### src/hdl/sdoes_regs.svh
// constants of the expedited sdo server
`ifndef SDOES_REGS_SVH
`define SDOES_REGS_SVH
// frame identifiers and length
`define SDOES_RX_ID_BASE    11'h600
`define SDOES_TX_ID_BASE    11'h580
`define SDOES_FRAME_DLC     4'h8
// command byte layout
`define SDOES_CCS_DOWNLOAD  3'h1
`define SDOES_CMD_RSVD_BIT  4
`define SDOES_CMD_N_LSB     2
`define SDOES_CMD_E_BIT     1
`define SDOES_CMD_S_BIT     0
`define SDOES_CMD_UPLOAD    8'h40
`define SDOES_CMD_RD_1      8'h4F
`define SDOES_CMD_RD_2      8'h4B
`define SDOES_CMD_RD_4      8'h43
`define SDOES_CMD_WR_ACK    8'h60
`define SDOES_CMD_ABORT     8'h80
// abort codes
`define SDOES_AB_CMD        32'h0504_0001
`define SDOES_AB_WO         32'h0601_0001
`define SDOES_AB_RO         32'h0601_0002
`define SDOES_AB_NO_INDEX   32'h0602_0000
`define SDOES_AB_NO_MAP     32'h0604_0041
`define SDOES_AB_FAULT      32'h0606_0000
`define SDOES_AB_LEN        32'h0607_0010
`define SDOES_AB_LEN_HI     32'h0607_0012
`define SDOES_AB_LEN_LO     32'h0607_0013
`define SDOES_AB_SUB        32'h0609_0011
`define SDOES_AB_RANGE      32'h0609_0030
`define SDOES_AB_VAL_HI     32'h0609_0031
`define SDOES_AB_VAL_LO     32'h0609_0032
`define SDOES_AB_STATE      32'h0800_0022
// object dictionary
`define SDOES_IDX_STORE     16'h1010
`define SDOES_IDX_MAP       16'h1A00
`define SDOES_IDX_CTRL      16'h6040
`define SDOES_IDX_STAT      16'h6041
`define SDOES_IDX_MODE      16'h6060
`define SDOES_IDX_POS_ACT   16'h6064
`define SDOES_IDX_TGT_POS   16'h607A
`define SDOES_IDX_HOME_METH 16'h6098
`define SDOES_IDX_HOME_SPD  16'h6099
`define SDOES_SUB_0         8'h00
`define SDOES_SUB_1         8'h01
`define SDOES_SUB_2         8'h02
`define SDOES_SZ_1          3'h1
`define SDOES_SZ_2          3'h2
`define SDOES_SZ_3          3'h3
`define SDOES_SZ_4          3'h4
// value ranges and control
`define SDOES_MODE_MIN      8'h01
`define SDOES_MODE_MAX      8'h0A
`define SDOES_MODE_PP       8'h01
`define SDOES_MODE_PV       8'h03
`define SDOES_MODE_PT       8'h04
`define SDOES_MODE_HOMING   8'h06
`define SDOES_METH_MIN      8'h01
`define SDOES_METH_MAX      8'h23
`define SDOES_CTRL_ENABLE   4'hF
`define SDOES_CTRL_START    4
`define SDOES_SW_ORIGIN     15
`define SDOES_SW_HOMING     12
`define SDOES_SW_FAULT      3
// bus registers and reset values
`define SDOES_REG_CTRL      8'h00
`define SDOES_REG_STATUS    8'h04
`define SDOES_REG_ABORT     8'h08
`define SDOES_RST_WORD      32'h0000_0000
`define SDOES_RST_CTRL      16'h0000
`define SDOES_RST_MODE      8'h00
`endif

### src/hdl/sdoes_pkg.sv
// types of the expedited sdo server
package sdoes_pkg;
  typedef enum logic [1:0] {
    SDOES_IDLE  = 2'b01,
    SDOES_REPLY = 2'b10
  } sdoes_state_t;
  typedef logic [2:0] sdoes_size_t;
endpackage

### src/hdl/sdoes_od_map.sv
// object dictionary attributes: presence, subindex, size and access
`timescale 1ns/1ps
`default_nettype none
`include "sdoes_regs.svh"
module sdoes_od_map (
  // object address
  input  wire logic [15:0]           index,
  input  wire logic [7:0]            subindex,
  // attributes
  output logic                       known,
  output logic                       sub_ok,
  output sdoes_pkg::sdoes_size_t     size,
  output logic                       readable,
  output logic                       writable
);
  import sdoes_pkg::*;

  always_comb begin
    known    = 1'b1;
    sub_ok   = (subindex == `SDOES_SUB_0);
    size     = `SDOES_SZ_4;
    readable = 1'b1;
    writable = 1'b1;
    case (index)
      `SDOES_IDX_CTRL:      size = `SDOES_SZ_2;
      `SDOES_IDX_STAT: begin
        size     = `SDOES_SZ_2;
        writable = 1'b0;
      end
      `SDOES_IDX_MODE:      size = `SDOES_SZ_1;
      `SDOES_IDX_POS_ACT:   writable = 1'b0;
      `SDOES_IDX_TGT_POS:   size = `SDOES_SZ_4;
      `SDOES_IDX_HOME_METH: size = `SDOES_SZ_1;
      `SDOES_IDX_HOME_SPD:  sub_ok = (subindex == `SDOES_SUB_1) || (subindex == `SDOES_SUB_2);
      `SDOES_IDX_STORE: begin
        sub_ok   = (subindex == `SDOES_SUB_1);
        readable = 1'b0;
      end
      `SDOES_IDX_MAP: begin
        sub_ok = (subindex == `SDOES_SUB_0) || (subindex == `SDOES_SUB_1);
        size   = (subindex == `SDOES_SUB_0) ? `SDOES_SZ_1 : `SDOES_SZ_4;
      end
      default: begin
        known    = 1'b0;
        sub_ok   = 1'b0;
        readable = 1'b0;
        writable = 1'b0;
      end
    endcase
  end
endmodule
`default_nettype wire

### src/hdl/sdoes_homing.sv
// homing tracker: busy from start until origin or abort, sticky origin-found flag
`timescale 1ns/1ps
`default_nettype none
module sdoes_homing (
  // clock and reset
  input  wire logic clk,
  input  wire logic rst_n,
  // control
  input  wire logic start,
  input  wire logic abort,
  input  wire logic origin,
  // state
  output logic      busy,
  output logic      found
);
  always_ff @(posedge clk or negedge rst_n) begin
    if (!rst_n) begin
      busy <= 1'b0;
    end else if (start) begin
      busy <= 1'b1;
    end else if (abort || origin) begin
      busy <= 1'b0;
    end
  end

  // a set in the same cycle as a restart wins
  always_ff @(posedge clk or negedge rst_n) begin
    if (!rst_n) begin
      found <= 1'b0;
    end else if (busy && origin && !abort) begin
      found <= 1'b1;
    end else if (start) begin
      found <= 1'b0;
    end
  end
endmodule
`default_nettype wire

### src/hdl/sdoes_server.sv
// expedited sdo server: frame decode, object dictionary, replies, ahb-lite registers
// Overview of operation
// - read reply on id 0x580+station, echoes index/subindex, data bytes 4-7.
// - read reply command codes size: 0x4F one byte, 0x4B two, 0x43 four.
// - unserviceable read gets command 0x80 instead of data.
// - each write acknowledged on id 0x580+station echoing index and subindex.
// - write reply command 0x60 on success, 0x80 on failure.
// - every failed access returns an error code naming its cause.
// - unknown or disallowed command byte gives 0x05040001.
// - reading write-only gives 0x06010001; writing read-only gives 0x06010002.
// - missing index gives 0x06020000; bad subindex gives 0x06090011.
// - mapping a non-mappable object gives 0x06040041.
// - in fault state object accesses other than reading the status word fail with 0x06060000.
// - length mismatch 0x06070010, too large 0x06070012, too short 0x06070013.
// - out-of-range write 0x06090030, too large 0x06090031, too small 0x06090032.
// - value blocked by current device state gives 0x08000022.
// - status word bit 15 set once homing finds the origin.
// - expedited command has e=1; s=1 means n counts unused data bytes.
`timescale 1ns/1ps
`default_nettype none
`include "sdoes_regs.svh"
module sdoes_server (
  // clock and reset
  input  wire logic        SYS_CLK,
  input  wire logic        RESET_N,
  // ahb-lite slave
  input  wire logic        HSEL,
  input  wire logic [31:0] HADDR,
  input  wire logic [1:0]  HTRANS,
  input  wire logic        HWRITE,
  input  wire logic [2:0]  HSIZE,
  input  wire logic [31:0] HWDATA,
  input  wire logic        HREADY,
  output logic             HREADYOUT,
  output logic             HRESP,
  output logic [31:0]      HRDATA,
  // received frame
  input  wire logic        RX_VALID,
  output logic             RX_READY,
  input  wire logic [10:0] RX_ID,
  input  wire logic [3:0]  RX_DLC,
  input  wire logic [63:0] RX_DATA,
  // reply frame
  output logic             TX_VALID,
  input  wire logic        TX_READY,
  output logic [10:0]      TX_ID,
  output logic [3:0]       TX_DLC,
  output logic [63:0]      TX_DATA,
  // drive side
  input  wire logic [6:0]  STATION_SELECT_SWITCH,
  input  wire logic        DRIVE_FAULT,
  input  wire logic        ORIGIN_DETECTED,
  input  wire logic [31:0] POSITION_ACTUAL,
  output logic [15:0]      CONTROL_WORD,
  output logic [7:0]       OPERATION_MODE,
  output logic [31:0]      TARGET_POSITION,
  output logic [7:0]       HOMING_METHOD,
  output logic [31:0]      HOMING_SPEED_SWITCH,
  output logic [31:0]      HOMING_SPEED_ZERO,
  output logic [7:0]       MAP_COUNT,
  output logic [31:0]      MAP_ENTRY,
  output logic             HOMING_BUSY,
  output logic             ORIGIN_FOUND
);
  import sdoes_pkg::*;

  sdoes_state_t state;
  logic [6:0]   station;
  logic [7:0]   ahb_addr, cmd, sub;
  logic [15:0]  idx, status_word;
  logic [31:0]  last_abort, wval, code, rd_val;
  sdoes_size_t  size, wr_len;
  logic         station_valid, sw_fault, ahb_wr, fault, addressed, take;
  logic         is_up, is_dn, known, sub_ok, readable, writable, fail;
  logic         ahb_req, wr_ok, homing_start, homing_abort;

  // keep only the bytes an object of this size holds
  function automatic logic [31:0] f_mask(input logic [31:0] v, input sdoes_size_t s);
    unique case (s)
      `SDOES_SZ_1: return {24'h00_0000, v[7:0]};
      `SDOES_SZ_2: return {16'h0000, v[15:0]};
      default:     return v;
    endcase
  endfunction

  function automatic logic f_mappable(input logic [15:0] i);
    return (i == `SDOES_IDX_CTRL) || (i == `SDOES_IDX_STAT) ||
           (i == `SDOES_IDX_POS_ACT) || (i == `SDOES_IDX_TGT_POS);
  endfunction

  function automatic logic f_mode_ok(input logic [7:0] m);
    return (m == `SDOES_MODE_PP) || (m == `SDOES_MODE_PV) ||
           (m == `SDOES_MODE_PT) || (m == `SDOES_MODE_HOMING);
  endfunction

  sdoes_od_map u_od_map (
    .index    (idx),
    .subindex (sub),
    .known    (known),
    .sub_ok   (sub_ok),
    .size     (size),
    .readable (readable),
    .writable (writable)
  );

  sdoes_homing u_homing (
    .clk    (SYS_CLK),
    .rst_n  (RESET_N),
    .start  (homing_start),
    .abort  (homing_abort),
    .origin (ORIGIN_DETECTED),
    .busy   (HOMING_BUSY),
    .found  (ORIGIN_FOUND)
  );

  // station switch is a strap: caught once after reset release
  always_ff @(posedge SYS_CLK or negedge RESET_N) begin
    if (!RESET_N) begin
      station       <= 7'h00;
      station_valid <= 1'b0;
    end else if (!station_valid) begin
      station       <= STATION_SELECT_SWITCH;
      station_valid <= 1'b1;
    end
  end

  assign fault = DRIVE_FAULT || sw_fault;
  assign cmd   = RX_DATA[7:0];
  assign idx   = RX_DATA[23:8];
  assign sub   = RX_DATA[31:24];
  assign wval  = RX_DATA[63:32];
  // station 0 is illegal, so nothing is served until a real number is strapped
  assign addressed = station_valid && (station != 7'h00) &&
                     (RX_ID == `SDOES_RX_ID_BASE + {4'h0, station}) &&
                     (RX_DLC == `SDOES_FRAME_DLC);
  assign take  = RX_VALID && RX_READY && addressed;
  assign is_up = (cmd == `SDOES_CMD_UPLOAD);
  assign is_dn = (cmd[7:5] == `SDOES_CCS_DOWNLOAD) && !cmd[`SDOES_CMD_RSVD_BIT] &&
                 cmd[`SDOES_CMD_E_BIT];
  // unspecified size takes the object's own size
  assign wr_len = cmd[`SDOES_CMD_S_BIT] ?
                  3'(`SDOES_SZ_4 - {1'b0, cmd[`SDOES_CMD_N_LSB +: 2]}) : size;

  // failure causes in priority order, first match reported
  always_comb begin
    fail = 1'b1;
    code = `SDOES_RST_WORD;
    if (!is_up && !is_dn) begin
      code = `SDOES_AB_CMD;
    end else if (fault && !(is_up && idx == `SDOES_IDX_STAT)) begin
      code = `SDOES_AB_FAULT;
    end else if (!known) begin
      code = `SDOES_AB_NO_INDEX;
    end else if (!sub_ok) begin
      code = `SDOES_AB_SUB;
    end else if (is_up && !readable) begin
      code = `SDOES_AB_WO;
    end else if (is_dn && !writable) begin
      code = `SDOES_AB_RO;
    end else if (is_dn && wr_len == `SDOES_SZ_3) begin
      code = `SDOES_AB_LEN;
    end else if (is_dn && wr_len > size) begin
      code = `SDOES_AB_LEN_HI;
    end else if (is_dn && wr_len < size) begin
      code = `SDOES_AB_LEN_LO;
    end else if (is_dn && idx == `SDOES_IDX_MAP && sub == `SDOES_SUB_1 &&
                 !f_mappable(wval[31:16])) begin
      code = `SDOES_AB_NO_MAP;
    end else if (is_dn && idx == `SDOES_IDX_MAP && sub == `SDOES_SUB_0 &&
                 wval[7:0] > `SDOES_SZ_1) begin
      code = `SDOES_AB_VAL_HI;
    end else if (is_dn && idx == `SDOES_IDX_MODE &&
                 $signed(wval[7:0]) < $signed(`SDOES_MODE_MIN)) begin
      code = `SDOES_AB_VAL_LO;
    end else if (is_dn && idx == `SDOES_IDX_MODE &&
                 $signed(wval[7:0]) > $signed(`SDOES_MODE_MAX)) begin
      code = `SDOES_AB_VAL_HI;
    end else if (is_dn && idx == `SDOES_IDX_MODE && !f_mode_ok(wval[7:0])) begin
      code = `SDOES_AB_RANGE;
    end else if (is_dn && idx == `SDOES_IDX_HOME_METH && wval[7:0] < `SDOES_METH_MIN) begin
      code = `SDOES_AB_VAL_LO;
    end else if (is_dn && idx == `SDOES_IDX_HOME_METH && wval[7:0] > `SDOES_METH_MAX) begin
      code = `SDOES_AB_VAL_HI;
    end else if (is_dn && HOMING_BUSY &&
                 (idx == `SDOES_IDX_MODE || idx == `SDOES_IDX_HOME_METH)) begin
      // changing mode or method mid-homing would corrupt the search
      code = `SDOES_AB_STATE;
    end else begin
      fail = 1'b0;
    end
  end

  always_comb begin
    status_word = 16'h0000;
    status_word[`SDOES_SW_ORIGIN] = ORIGIN_FOUND;
    status_word[`SDOES_SW_HOMING] = HOMING_BUSY;
    status_word[`SDOES_SW_FAULT]  = fault;
    status_word[2:0] = {3{(CONTROL_WORD[3:0] == `SDOES_CTRL_ENABLE) && !fault}};
  end

  always_comb begin
    rd_val = `SDOES_RST_WORD;
    case (idx)
      `SDOES_IDX_CTRL:      rd_val = {16'h0000, CONTROL_WORD};
      `SDOES_IDX_STAT:      rd_val = {16'h0000, status_word};
      `SDOES_IDX_MODE:      rd_val = {24'h00_0000, OPERATION_MODE};
      `SDOES_IDX_POS_ACT:   rd_val = POSITION_ACTUAL;
      `SDOES_IDX_TGT_POS:   rd_val = TARGET_POSITION;
      `SDOES_IDX_HOME_METH: rd_val = {24'h00_0000, HOMING_METHOD};
      `SDOES_IDX_HOME_SPD:  rd_val = (sub == `SDOES_SUB_1) ? HOMING_SPEED_SWITCH
                                                          : HOMING_SPEED_ZERO;
      `SDOES_IDX_MAP:       rd_val = (sub == `SDOES_SUB_0) ? {24'h00_0000, MAP_COUNT}
                                                          : MAP_ENTRY;
    endcase
  end

  assign wr_ok = take && is_dn && !fail;
  // homing starts on a rising start bit with the drive enabled in homing mode
  assign homing_start = wr_ok && idx == `SDOES_IDX_CTRL && wval[`SDOES_CTRL_START] &&
                        !CONTROL_WORD[`SDOES_CTRL_START] &&
                        wval[3:0] == `SDOES_CTRL_ENABLE &&
                        OPERATION_MODE == `SDOES_MODE_HOMING;
  assign homing_abort = fault || (wr_ok && idx == `SDOES_IDX_CTRL &&
                                  !wval[`SDOES_CTRL_START]);

  // object stores
  always_ff @(posedge SYS_CLK or negedge RESET_N) begin
    if (!RESET_N) begin
      CONTROL_WORD        <= `SDOES_RST_CTRL;
      OPERATION_MODE      <= `SDOES_RST_MODE;
      TARGET_POSITION     <= `SDOES_RST_WORD;
      HOMING_METHOD       <= `SDOES_RST_MODE;
      HOMING_SPEED_SWITCH <= `SDOES_RST_WORD;
      HOMING_SPEED_ZERO   <= `SDOES_RST_WORD;
      MAP_COUNT           <= `SDOES_RST_MODE;
      MAP_ENTRY           <= `SDOES_RST_WORD;
    end else if (wr_ok) begin
      case (idx)
        `SDOES_IDX_CTRL:      CONTROL_WORD    <= wval[15:0];
        `SDOES_IDX_MODE:      OPERATION_MODE  <= wval[7:0];
        `SDOES_IDX_TGT_POS:   TARGET_POSITION <= wval;
        `SDOES_IDX_HOME_METH: HOMING_METHOD   <= wval[7:0];
        `SDOES_IDX_HOME_SPD: begin
          if (sub == `SDOES_SUB_1) begin
            HOMING_SPEED_SWITCH <= wval;
          end else begin
            HOMING_SPEED_ZERO <= wval;
          end
        end
        `SDOES_IDX_MAP: begin
          if (sub == `SDOES_SUB_0) begin
            MAP_COUNT <= wval[7:0];
          end else begin
            MAP_ENTRY <= wval;
          end
        end
        default: ;
      endcase
    end
  end

  // one request in flight: intake closes until the reply is taken
  always_ff @(posedge SYS_CLK or negedge RESET_N) begin
    if (!RESET_N) begin
      state    <= SDOES_IDLE;
      RX_READY <= 1'b1;
      TX_VALID <= 1'b0;
    end else begin
      unique case (state)
        SDOES_IDLE: begin
          if (take) begin
            state    <= SDOES_REPLY;
            RX_READY <= 1'b0;
            TX_VALID <= 1'b1;
          end
        end
        SDOES_REPLY: begin
          if (TX_READY) begin
            state    <= SDOES_IDLE;
            RX_READY <= 1'b1;
            TX_VALID <= 1'b0;
          end
        end
      endcase
    end
  end

  // reply frame, held until taken
  always_ff @(posedge SYS_CLK or negedge RESET_N) begin
    if (!RESET_N) begin
      TX_ID   <= 11'h000;
      TX_DLC  <= 4'h0;
      TX_DATA <= {2{`SDOES_RST_WORD}};
    end else if (take) begin
      TX_ID  <= `SDOES_TX_ID_BASE + {4'h0, station};
      TX_DLC <= `SDOES_FRAME_DLC;
      TX_DATA[31:8] <= {sub, idx};
      if (fail) begin
        TX_DATA[7:0]   <= `SDOES_CMD_ABORT;
        TX_DATA[63:32] <= code;
      end else if (is_up) begin
        TX_DATA[63:32] <= f_mask(rd_val, size);
        unique case (size)
          `SDOES_SZ_1: TX_DATA[7:0] <= `SDOES_CMD_RD_1;
          `SDOES_SZ_2: TX_DATA[7:0] <= `SDOES_CMD_RD_2;
          default:     TX_DATA[7:0] <= `SDOES_CMD_RD_4;
        endcase
      end else begin
        TX_DATA[7:0]   <= `SDOES_CMD_WR_ACK;
        TX_DATA[63:32] <= f_mask(wval, size);
      end
    end
  end

  // ahb-lite: zero wait states, read data fetched in the address phase
  assign ahb_req = HSEL && HTRANS[1] && HREADY;

  always_ff @(posedge SYS_CLK or negedge RESET_N) begin
    if (!RESET_N) begin
      ahb_wr    <= 1'b0;
      ahb_addr  <= 8'h00;
      HRDATA    <= `SDOES_RST_WORD;
      HREADYOUT <= 1'b1;
      HRESP     <= 1'b0;
    end else begin
      ahb_wr    <= ahb_req && HWRITE;
      HREADYOUT <= 1'b1;
      HRESP     <= 1'b0;
      if (ahb_req) begin
        ahb_addr <= HADDR[7:0];
      end
      if (ahb_req && !HWRITE) begin
        case (HADDR[7:0])
          `SDOES_REG_CTRL:   HRDATA <= {31'h0000_0000, sw_fault};
          `SDOES_REG_STATUS: HRDATA <= {16'h0000, status_word};
          `SDOES_REG_ABORT:  HRDATA <= last_abort;
          default:           HRDATA <= `SDOES_RST_WORD;
        endcase
      end
    end
  end

  always_ff @(posedge SYS_CLK or negedge RESET_N) begin
    if (!RESET_N) begin
      sw_fault <= 1'b0;
    end else if (ahb_wr && ahb_addr == `SDOES_REG_CTRL) begin
      sw_fault <= HWDATA[0];
    end
  end

  // a new abort beats a software clear in the same cycle
  always_ff @(posedge SYS_CLK or negedge RESET_N) begin
    if (!RESET_N) begin
      last_abort <= `SDOES_RST_WORD;
    end else if (take && fail) begin
      last_abort <= code;
    end else if (ahb_wr && ahb_addr == `SDOES_REG_ABORT) begin
      last_abort <= `SDOES_RST_WORD;
    end
  end
endmodule
`default_nettype wire

### config.mk
export PLATFORM = sky130hd
export DESIGN_NAME = sdoes_server
export DESIGN_NICKNAME = d
export VERILOG_FILES = /design/src/hdl/sdoes_pkg.sv /design/src/hdl/sdoes_od_map.sv /design/src/hdl/sdoes_homing.sv /design/src/hdl/sdoes_server.sv
export VERILOG_INCLUDE_DIRS = /design/src /design/src/hdl
export SDC_FILE = /design/constraint.sdc
export NUM_CORES = 1
export LEC_CHECK = 0
export CORE_ASPECT_RATIO = 1.1
export CORE_MARGIN = 3
export CORE_UTILIZATION = 40
export DETAILED_ROUTE_END_ITERATION = 12
export DONT_BUFFER_PORTS = 1
export PLACE_DENSITY = 0.64
export SYNTH_ARGS = -nofsm -noshare
export SYNTH_HDL_FRONTEND = slang
export SYNTH_SLANG_ARGS = --single-unit
export TNS_END_PERCENT = 100
### constraint.sdc
create_clock -name SYS_CLK -period 6.5 [get_ports SYS_CLK]
set_input_delay 0.325 -clock SYS_CLK [delete_from_list [all_inputs] [get_ports SYS_CLK]]
set_output_delay 0.325 -clock SYS_CLK [all_outputs]
set_load 0.05 [all_outputs]
# ---- Word-level counts from Yosys, hierarchy flattened
# Index checks and enable logic that the tools add are counted.
dict set report totals {
  ff_bits 332
  inputBits 196
  output_inout_bits 285
  elab_cells 233
}
dict set report classes {
  n_addsub 3
  n_lt_le_gt_ge 7
  n_eq_ne 36
  muxes 67
  bitwise_logic 2
  reduce_logical 95
}
# operator count
set ops {}
lappend ops {{$mux 28} 16}
lappend ops {{$pmux 32 s8} 1}
lappend ops {{$mux 32} 7}
lappend ops {{$eq 16x15->1 const B} 11}
lappend ops {{$pmux 32 s2} 2}
lappend ops {{$pmux 32 s3} 1}
lappend ops {{$logic_and 1x1->1} 47}
lappend ops {{$eq 16x13->1 const B} 2}
lappend ops {{$eq 8x3->1 const B} 4}
lappend ops {{$mux 1} 28}
lappend ops {{$logic_not 8->1} 3}
lappend ops {{$eq 8x1->1 const B} 2}
lappend ops {{$eq 8x2->1 const B} 2}
lappend ops {{$eq 8x4->1 const B} 2}
lappend ops {{$mux 8} 2}
lappend ops {{$logic_not 1->1} 14}
lappend ops {{$eq 4x4->1 const B} 3}
lappend ops {{$logic_or 1x1->1} 12}
lappend ops {{$reduce_and 3->1} 4}
lappend ops {{$add 10x8->11 const A} 1}
lappend ops {{$add 11x7->11 const A} 1}
lappend ops {{$eq 11x11->1} 1}
lappend ops {{$reduce_and 2->1} 5}
lappend ops {{$pmux 3 s3} 1}
lappend ops {{other kinds (28)} 38}

# ---- Logic depth before layout (Yosys ltp)
# Gate-level depths: netlist (run 1).
dict set report depth {
  depth_word 31
  depth_mapped 17
}

# ---- Cells and area by module
# A second synthesis (run 1) with hierarchy kept.
dict set report hier_totals {
  cells_unflattened 1341
  area_unflattened_um2 14348.8
}
# module n_inst cells_per_inst area_per_inst_um2 seq_area_each_um2
set modules_own_cells {}
lappend modules_own_cells {sdoes_server 1 1284 13913.3 7208.2}
lappend modules_own_cells {sdoes_od_map 1 50 340.3 0.0}
lappend modules_own_cells {sdoes_homing 1 7 95.1 50.0}

# ---- Least setup slack after synthesis (run 1)
# Ideal clock, no wire load.
dict set report synth_path {
  kind {input to register}
  from {input port RX_DATA[8]}
  to {register HOMING_SPEED_ZERO[4]}
  setup_ps 128
  arrival_time_ps 4087
  t_required_ps 6372
  path_slack_ps 2286
  stages 17
  cell_sequence {clkbuf_1 nor4_4 nand4_1 or2_2 clkbuf_1 o21ai_0 o21ai_0 mux2_2 ha_1 o21ai_0 a21oi_1 o21ai_0 a2111oi_4 nand3_4 nor4b_4 buf_6 mux2_1}
}
dict set report synth_via {
  elab_chain_len 23
}
# item line_no
set synth_rtl {}
lappend synth_rtl {{start, declared} sdoes_server.sv:42} ;# input wire logic [63:0] RX_DATA,
lappend synth_rtl {{$eq 16x15->1} sdoes_od_map.sv:24} ;# case (index)
lappend synth_rtl {{$logic_or 1x1->1 (no line)} n/a}
lappend synth_rtl {{$logic_and 1x1->1} sdoes_server.sv:184} ;# end else if (is_dn && HOMING_BUSY &&
lappend synth_rtl {{$mux 1} sdoes_server.sv:184}
lappend synth_rtl {{$mux 1} sdoes_server.sv:182} ;# end else if (is_dn && idx == `SDOES_IDX_HOME_METH && wval[7:0] > `SDOES_METH_MAX) begin
lappend synth_rtl {{$mux 1} sdoes_server.sv:180} ;# end else if (is_dn && idx == `SDOES_IDX_HOME_METH && wval[7:0] < `SDOES_METH_MIN) begin
lappend synth_rtl {{$mux 1} sdoes_server.sv:178} ;# end else if (is_dn && idx == `SDOES_IDX_MODE && !f_mode_ok(wval[7:0])) begin
lappend synth_rtl {{$mux 1} sdoes_server.sv:175} ;# end else if (is_dn && idx == `SDOES_IDX_MODE &&
lappend synth_rtl {{[7 not listed]} n/a}
lappend synth_rtl {{$mux 1} sdoes_server.sv:156} ;# end else if (is_up && !readable) begin
lappend synth_rtl {{$mux 1} sdoes_server.sv:154} ;# end else if (!sub_ok) begin
lappend synth_rtl {{$mux 1} sdoes_server.sv:152} ;# end else if (!known) begin
lappend synth_rtl {{$mux 1} sdoes_server.sv:150} ;# end else if (fault && !(is_up && idx == `SDOES_IDX_STAT)) begin
lappend synth_rtl {{$mux 1} sdoes_server.sv:148} ;# if (!is_up && !is_dn) begin
lappend synth_rtl {{$logic_not 1->1} sdoes_server.sv:217} ;# assign wr_ok = take && is_dn && !fail;
lappend synth_rtl {{$logic_and 1x1->1} sdoes_server.sv:217}
lappend synth_rtl {{$reduce_and 3->1 (no line) (*)} n/a}
lappend synth_rtl {{end signal, assigned} sdoes_server.sv:234} ;# HOMING_SPEED_ZERO <= `SDOES_RST_WORD;
lappend synth_rtl {{end signal, assigned} sdoes_server.sv:247} ;# HOMING_SPEED_ZERO <= wval;
lappend synth_rtl {{end, declared} sdoes_server.sv:59} ;# output logic [31:0] HOMING_SPEED_ZERO,
# Every way passes the cells marked *; elsewhere a longest branch is shown, timed or not.
# A chain may end at the register's enable or synchronous reset.

# ---- Worst setup path after layout (run 1)
dict set report layout_path {
  from {input port RX_DATA[11]}
  to {register TARGET_POSITION[18]}
}
dict set report layout_via {
  elab_chain_len 23
}
# item line_no
set layout_rtl {}
lappend layout_rtl {{$eq 16x15->1} sdoes_od_map.sv:24}
lappend layout_rtl {{$logic_or 1x1->1 (no line)} n/a}
lappend layout_rtl {{$logic_and 1x1->1} sdoes_server.sv:184}
lappend layout_rtl {{$mux 1} sdoes_server.sv:184}
lappend layout_rtl {{$mux 1} sdoes_server.sv:182}
lappend layout_rtl {{$mux 1} sdoes_server.sv:180}
lappend layout_rtl {{$mux 1} sdoes_server.sv:178}
lappend layout_rtl {{$mux 1} sdoes_server.sv:175}
lappend layout_rtl {{[7 not listed]} n/a}
lappend layout_rtl {{$mux 1} sdoes_server.sv:156}
lappend layout_rtl {{$mux 1} sdoes_server.sv:154}
lappend layout_rtl {{$mux 1} sdoes_server.sv:152}
lappend layout_rtl {{$mux 1} sdoes_server.sv:150}
lappend layout_rtl {{$mux 1} sdoes_server.sv:148}
lappend layout_rtl {{$logic_not 1->1} sdoes_server.sv:217}
lappend layout_rtl {{$logic_and 1x1->1} sdoes_server.sv:217}
lappend layout_rtl {{$reduce_and 2->1 (no line) (*)} n/a}
lappend layout_rtl {{end signal, assigned} sdoes_server.sv:231} ;# TARGET_POSITION <= `SDOES_RST_WORD;
lappend layout_rtl {{end signal, assigned} sdoes_server.sv:241} ;# `SDOES_IDX_TGT_POS: TARGET_POSITION <= wval;
lappend layout_rtl {{end, declared} sdoes_server.sv:56} ;# output logic [31:0] TARGET_POSITION,
# Marks and branches as above.

==> results of run 1 <==
==> stage by stage <==
step / utilization [%] / setup WS [ns]
after detailed placement: 42.3 / 1.39
after floorplan: - / 2.29
after global placement: 42.3 / 1.41
after global routing: 47.5 / 1.61
final: 47.5 / 1.83
after CTS: 47.5 / 1.97
==> cells in the final DEF, fill, tap and decap left out, types with 6 or more instances in the layout <==
cell / synthesis / routed
a21o_1: 9 / 9
a21oi_1: 23 / 23
a221oi_1: 6 / 6
a222oi_1: 32 / 32
a22o_1: 13 / 13
a22oi_1: 10 / 10
a2bb2oi_1: 6 / 6
and2_1: 7 / 7
buf_4: 26 / 21
clkbuf_16: 0 / 31
clkinv_2: 0 / 10
conb_1: 2 / 23
dfrtp_1: 289 / 288
dlygate4sd3_1: 0 / 75
inv_1: 15 / 15
mux2_1: 32 / 32
mux2_2: 166 / 166
mux2i_1: 29 / 29
nand2_1: 65 / 65
nand2b_1: 8 / 8
nand3_1: 16 / 15
nand3b_1: 7 / 7
nand4_1: 11 / 11
nand4b_1: 6 / 6
nor2_1: 39 / 38
nor2b_1: 24 / 24
nor3_1: 22 / 20
nor4_1: 15 / 15
nor4_4: 6 / 6
nor4b_1: 9 / 9
o2111ai_1: 8 / 8
o211ai_1: 20 / 20
o21ai_0: 67 / 67
o22ai_1: 8 / 8
o31ai_1: 7 / 7
or2_2: 12 / 12
or3_1: 8 / 8
xor2_1: 7 / 7
==> worst max-delay path, delay by kind of cell <==
family | cells | cell delay [ns]
muxes | 2 | 0.74
buffers and inverters | 1 | 0.47
adders and majority gates | 1 | 0.29
AOI/OAI and AO/OA | 5 | 1.17
and+or+nand+nor | 6 | 2.08
==> flip-flops by register name (all words and copies together), names as in the netlist, 7 cells and up <==
register / cells
CONTROL_WORD: 16
TX_DATA: 62
TARGET_POSITION: 32
TX_ID: 8
HOMING_SPEED_ZERO: 32
HOMING_SPEED_SWITCH: 32
HOMING_METHOD: 8
last_abort: 13
OPERATION_MODE: 8
station: 7
ahb_addr: 8
MAP_COUNT: 8
HRDATA: 17
MAP_ENTRY: 32
==> report_power, final <==
part	switching [mW]	internal [mW]
logic	0.0925	0.0701
clock network	0.764	1.08
registers	0.0417	1.83
==> area by class of cell <==
| type | instances | area (um2) |
|---|---|---|
| clock buffer | 38 | 842 |
| clock inverter | 20 | 219 |
| fill | 3167 | 18200 |
| inverter | 15 | 56.3 |
| multi-input combinational | 824 | 6560 |
| sequential | 290 | 7260 |
| tap | 438 | 548 |
| timing repair buffer | 99 | 968 |
==> routing by layer <==
metal / GRT usage [%] / share of wire [%]
met4: 8.49 / 3.2
met2: 43.3 / 48
met1: 32.6 / 39
met5: 0 / 0
met3: 7.94 / 9.9
==> cells by family (layout without fill, tap and decap cells) <==
group | Yosys count | in the layout | share of synthesized area (%)
DFF | 290 | 290 | 50.9
other | 2 | 23 | 0.0527
AOI/OAI and AO/OA | 263 | 263 | 13.7
adders and majority gates | 4 | 4 | 0.351
and+or+nand+nor | 299 | 299 | 13.0
buffers and inverters | 108 | 172 | 3.79
xor gates and xnor gates | 8 | 8 | 0.492
muxes | 227 | 227 | 17.7
==> final timing paths <==
path | startpoint | endpoint | depth (start not counted)
max | RX_DATA[11] | TARGET_POSITION[18]$_DFFE_PN0P_ | 15
min | RESET_N | MAP_ENTRY[3]$_DFFE_PN0P_ | 0
max reg2reg | state[0]$_DFFE_PN1P_ | TARGET_POSITION[18]$_DFFE_PN0P_ | 8
min reg2reg | last_abort[26]$_DFFE_PN0P_ | last_abort[26]$_DFFE_PN0P_ | 1
max in group asynchronous | RESET_N | ahb_addr[1]$_DFFE_PN0P_ | 0
min in group SYS_CLK | RX_DATA[62] | TX_DATA[62]$_DFFE_PN0P_ | 2
==> results.md, run 1 <==
- Outcome: finished with violations
- Failing checks: hold timing
- DP HPWL: approximately 35,000 um
- Worst-margin pin slew: 1.10 ns
- Fin cells: about 1,700
- Mean Syn Cell Area: between 10 and 15 um2
- Synth top area cells: dfrtp_1 51%, mux2_2 13%, mux2_1 2.5%
- Die area: between 30,000 and 40,000 um2
- Fmax: between 200 and 250 MHz
- Clk_lat worst skew: 0.57 ns
- Fin area: roughly 16,000 um2
- Total power: slightly below 4 mW
- Number of synthesized flops with an enable pin: 0
- CTS tree: yes
- Max incr delay on CP: just under 0.6 ns
- Total grt overflow: 0
- Post-synth top area share: 50.8%
- Most numerous cell on the critical path: o21ai_0
- Critical Path Fanout Max: 26
- Max-Cap Viols: 0
- Initial core utilization: around two fifths
- Drt total wl: between 50,000 and 60,000 um
- Setup_tns: 0 ns
- Slew HR: a little over a quarter
- DRT Pass-1 Iters: 6
- Critical-path cell list: nor4_4 -> nand4_1 -> or2_2 -> o21ai_0 -> o21ai_0 -> mux2_2 -> ha_1 -> nand3_1 -> a21oi_1 -> o21ai_0 -> a2111oi_4 -> nand3_4 -> nor4_4 -> buf_4 -> mux2_2
- I/O Pins: a little under 500
- Diode count: 0
- Worst path arrival time: a little over 5 ns
- Post-route DRC: 0
- Synth Cell Area: about 14,000 um2
- Routed Antenna Nets: 0
- Wire per inst: slightly below 30 um
- Std-Cell Rows: 71
- Vias in the first global route: 11,500
- Synth area leader: dfrtp_1
- Die Y: slightly above 200 um
- Setup crit end kind: flop
- Hold Crit Class: primary input to asynchronous set/reset pin
- Num CTS Buffers: 31
- Clock root cell: clkbuf_16
- Maximum clock path buffer count: 3
- CP Launch Type: primary input
- CP Class: primary input to flop
- # resized after CTS: 0
- Final GP Congestion: between 0.9 and 1
- PortBufs: 0
- Most instantiated library cell after synthesis: dfrtp_1
- Slew Limit Fails: 0
- Leak: ~7.6 nW
- Ys Warns: 0
- Final period utilization: between 70% and 80%
- Worst VDD drop: approximately 270 uV
- Largest net degree at the start of global routing: about 290
- Seq/Total Area, Yosys: between 50 and 60%
- Global-route wire length before repair: 75,100 um
- Die X: 186 um
- Top FF cell, synth: dfrtp_1
- Pwr dens: between 200 and 250 nW/um2
- Clock slew at reported path FFs: roughly 0.070 ns
- Ys async rst share: 100%
- CTS H-tree lvls: 1
- Reg2reg setup slack: about 2.6 ns
- Area after DPL: 14,600 um2
- Worst EP required: slightly below 7 ns
- First DRT Iteration DRCs: ~1,000
- # nets final: approximately 1,500
- Initial antenna violation count: 0
- Syn-to-layout area delta: 15.5%
- Critical-path top delay cell: or2_2
- Num Clock Sinks: 290
- Vias per cell: about 6.4
- Final critical-path required period: roughly 4.7 ns
- Endpoints failing hold: 290
- Share of layout cells above drive strength 1: between 20 and 25%
- Placed Cells: 1,591
- Yosys cell types: 90
- Synth Register Bits: 290
- Final setup violation count: 0
- Syn Inst Count: around 1,200
- Clk_skew: 0.0134 ns
- Most frequent cells after synthesis: 289 x dfrtp_1, 166 x mux2_2, 67 x o21ai_0, 65 x nand2_1, 46 x clkbuf_1
- RSZ-0062 raised after global routing: false
- Vias: ~11,000
- GRT Total Usage: 26.1%
- Core area: about 35,000 um2
- Setup bufs post-CTS: 0
- Cts hold-fix bufs: between 70 and 80
- Hold WS: -0.542 ns
(Power assumes the default switching activity.)
==> inputs of run 2 (changes only) <==
- clock period: 6.5 -> 4.3 ns (I/O delays scaled with it)
==> results.md, run 2 (synthesis results as in run 1) <==
- Outcome: finished with violations
- Failing checks: hold timing
- Critical Path Fanout Max: 10 (-62%)
- Final setup violation count: 0 (unchanged)
- Post-route DRC: 0 (unchanged)
- Most numerous cell on the critical path: o21ai_0
- Initial core utilization: 41.1% (unchanged)
- Global-route wire length before repair: 75,300 um (+0.27%)
- Hold Crit Class: primary input to asynchronous set/reset pin
- Clock root cell: clkbuf_16
- Num CTS Buffers: 30 (-3.2%)
- GRT Total Usage: 26.0% (-0.060 points)
- RSZ-0062 raised after global routing: false
- CTS tree: yes
- Num Clock Sinks: 290 (unchanged)
- PortBufs: 0 (unchanged)
- Total grt overflow: 0 (unchanged)
- Worst EP required: 4.75 ns (-2.21 ns)
- CTS H-tree lvls: 1 (unchanged)
- Clk_skew: 0.0118 ns (-0.00161 ns)
- Max-Cap Viols: 0 (unchanged)
- Reg power frac: 48.5% (+0.3 points)
- Fin area: 16,800 um2 (+1.9%)
- Wire per inst: 29.1 um (-1.5%)
- Hold WS: -0.650 ns (-0.108 ns)
- Most common cell after layout, fill and taps aside: dfrtp_1
- Vias in the first global route: 11,400 (-0.71%)
- Share of layout cells above drive strength 1: 24.5% (+1.5 points)
- Fmax: 262 MHz
- Drt total wl: 51,300 um (+0.63%)
- RR Startpoint: state[0]$_DFFE_PN1P_
- Final GP Congestion: 0.912 (-4.8%)
- Cts hold-fix bufs: 79 (+5.3%)
- # nets final: 1,502 (+2.8%)
- Worst VDD drop: 276 uV (+2.4%)
- Biggest register: TX_DATA
- Core area: 34,600 um2 (unchanged)
- Slew Limit Fails: 0 (unchanged)
- CP Capture Point: u_homing.found$_DFFE_PN0P_
- Leak: 7.84 nW (+2.6%)
- Critical-path cell list: or4b_4 -> or3_1 -> o21ai_0 -> o21ai_0 -> mux2_2 -> ha_1 -> o21ai_0 -> a21oi_1 -> nor2_1 -> nor2_1 -> nand4_2 -> or4_1 -> o2bb2ai_1 -> dlygate4sd3_1
- Maximum clock path buffer count: 3 (unchanged)
- Setup crit end kind: flop
- Worst path arrival time: 4.28 ns (-0.84 ns)
- Vias per cell: 6.35 (-0.32%)
- Placed Cells: 1,629 (+2.4%)
- Fill count: 3,135 (-1.0%)
- Clock slew at reported path FFs: 0.06 ns (about the same)
- Diode count: 0 (unchanged)
- First DRT Iteration DRCs: 953 (-8.5%)
- Final period utilization: between 80% and 90%
- Total power: 5.82 mW (+50%)
- Setup_tns: 0 ns (unchanged)
- Most frequent cells in the layout: 288 x dfrtp_1, 166 x mux2_2, 79 x dlygate4sd3_1, 67 x o21ai_0, 65 x nand2_1
- Worst-margin pin slew: 0.963 ns (-0.137 ns)
- Clk_lat worst skew: 0.58 ns (about the same)
- I/O Pins: 481 (unchanged)
- Register Area: 7260 um2 (unchanged)
- Switching Fraction: 22.2% (-0.96 points)
- Reg2Reg Depth: 9 (+1)
- Die area: 37,900 um2 (unchanged)
- Endpoints failing hold: 290 (unchanged)
- CP Class: primary input to flop
- Reg2reg setup slack: 0.91 ns (-1.65 ns)
- Std-Cell Rows: 71 (unchanged)
- FF-to-FF End: u_homing.found$_DFFE_PN0P_
- Pint: 4.53 mW (+52%)
- Area of the multi-input gates: 6560 um2 (unchanged)
- Critical-path top delay cell: or4_1
- Routed Antenna Nets: 0 (unchanged)
- Syn-to-layout area delta: 17.7%
- Die X: 186 um (unchanged)
- Max incr delay on CP: 0.60 ns (about the same)
- Largest net degree at the start of global routing: 291 (unchanged)
- Clk network pwr share: 47.1% (-0.5 points)
- Setup bufs post-CTS: 0 (unchanged)
- Die Y: 204 um (unchanged)
- DRT Pass-1 Iters: 6 (unchanged)
- DP HPWL: 36,100 um (+1.9%)
- Area after DPL: 14,900 um2 (+2.0%)
- Pwr dens: 347 nW/um2 (+47%)
- Net Switching: 1.29 mW (+44%)
- Combinational Power Share: 4.4% (+0.2 points)
- Crit. Startpoint: RX_DATA[15]
- Slew HR: 35.8% (+9.5 points)
- Vias: 11,200 (+1.9%)
- Final critical-path required period: ~3.8 ns
- CP Launch Type: primary input
- Fin cells: 1,762 (+2.2%)
- Max reg flops: 62 (unchanged)
- Initial antenna violation count: 0 (unchanged)
- # resized after CTS: 0 (unchanged)
## run 2: layout make-up
| class | count | share of cell area [%] |
|---|---|---|
| Timing Repair Buffer | 141 | 7.79 |
| Clock inverter | 8 | 0.903 |
| Sequential cell | 290 | 43.3 |
| Clock buffer | 46 | 5.31 |
| Multi-Input combinational cell | 824 | 39.1 |
| Inverter | 15 | 0.336 |
| Tap cell | 438 | 3.27 |
## run 2: power by group through the flow
stage          clock network, mW  registers (mW)  logic (mW)
2_1_floorplan                  0            2.87       0.166
3_3_place_gp                   0            2.88       0.170
3_5_place_dp                   0            2.88       0.173
4_1_cts                     2.79            2.83       0.252
5_1_grt                     2.90            2.83       0.274
6_report                    2.74            2.83       0.256
## run 2: stage by stage
step	util [%]	setup WS [ns]	hold WS, ns
final	48.4	0.478	-0.650
after floorplan	-	0.196	-0.0806
after CTS	48.4	0.545	-0.680
after detailed placement	43.1	0.101	-0.0681
after global placement	43.1	0.167	-0.0697
after global routing	48.4	0.246	-0.676
## run 2: critical path, delay by kind of cell
kind / cells / cell delay [ns]
mux: 1 / 0.31
buf+inv: 1 / 0.55
simple gates: 6 / 2.06
fa+ha+maj: 1 / 0.29
compound gates: 5 / 0.84
## run 2: how the worst min path moves through the flow
| stage | startpoint | to | slack, ns | cells after the start |
|---|---|---|---|---|
| floorplan | RESET_N | CONTROL_WORD[0]$_DFFE_PN0N_ | -0.08 | 0 |
| global placement | RESET_N | MAP_ENTRY[2]$_DFFE_PN0P_ | -0.07 | 0 |
| detailed placement | RESET_N | MAP_ENTRY[2]$_DFFE_PN0P_ | -0.07 | 0 |
| CTS | RESET_N | MAP_ENTRY[2]$_DFFE_PN0P_ | -0.68 | 0 |
| global route | RESET_N | MAP_ENTRY[2]$_DFFE_PN0P_ | -0.68 | 0 |
| finish | RESET_N | MAP_ENTRY[2]$_DFFE_PN0P_ | -0.65 | 0 |
## run 2: layer usage
metal	part of all wire, %	global-route usage (%)
met1	38	32.0
met2	48	43.6
met3	10	8.26
met4	3.0	8.11
met5	0	0
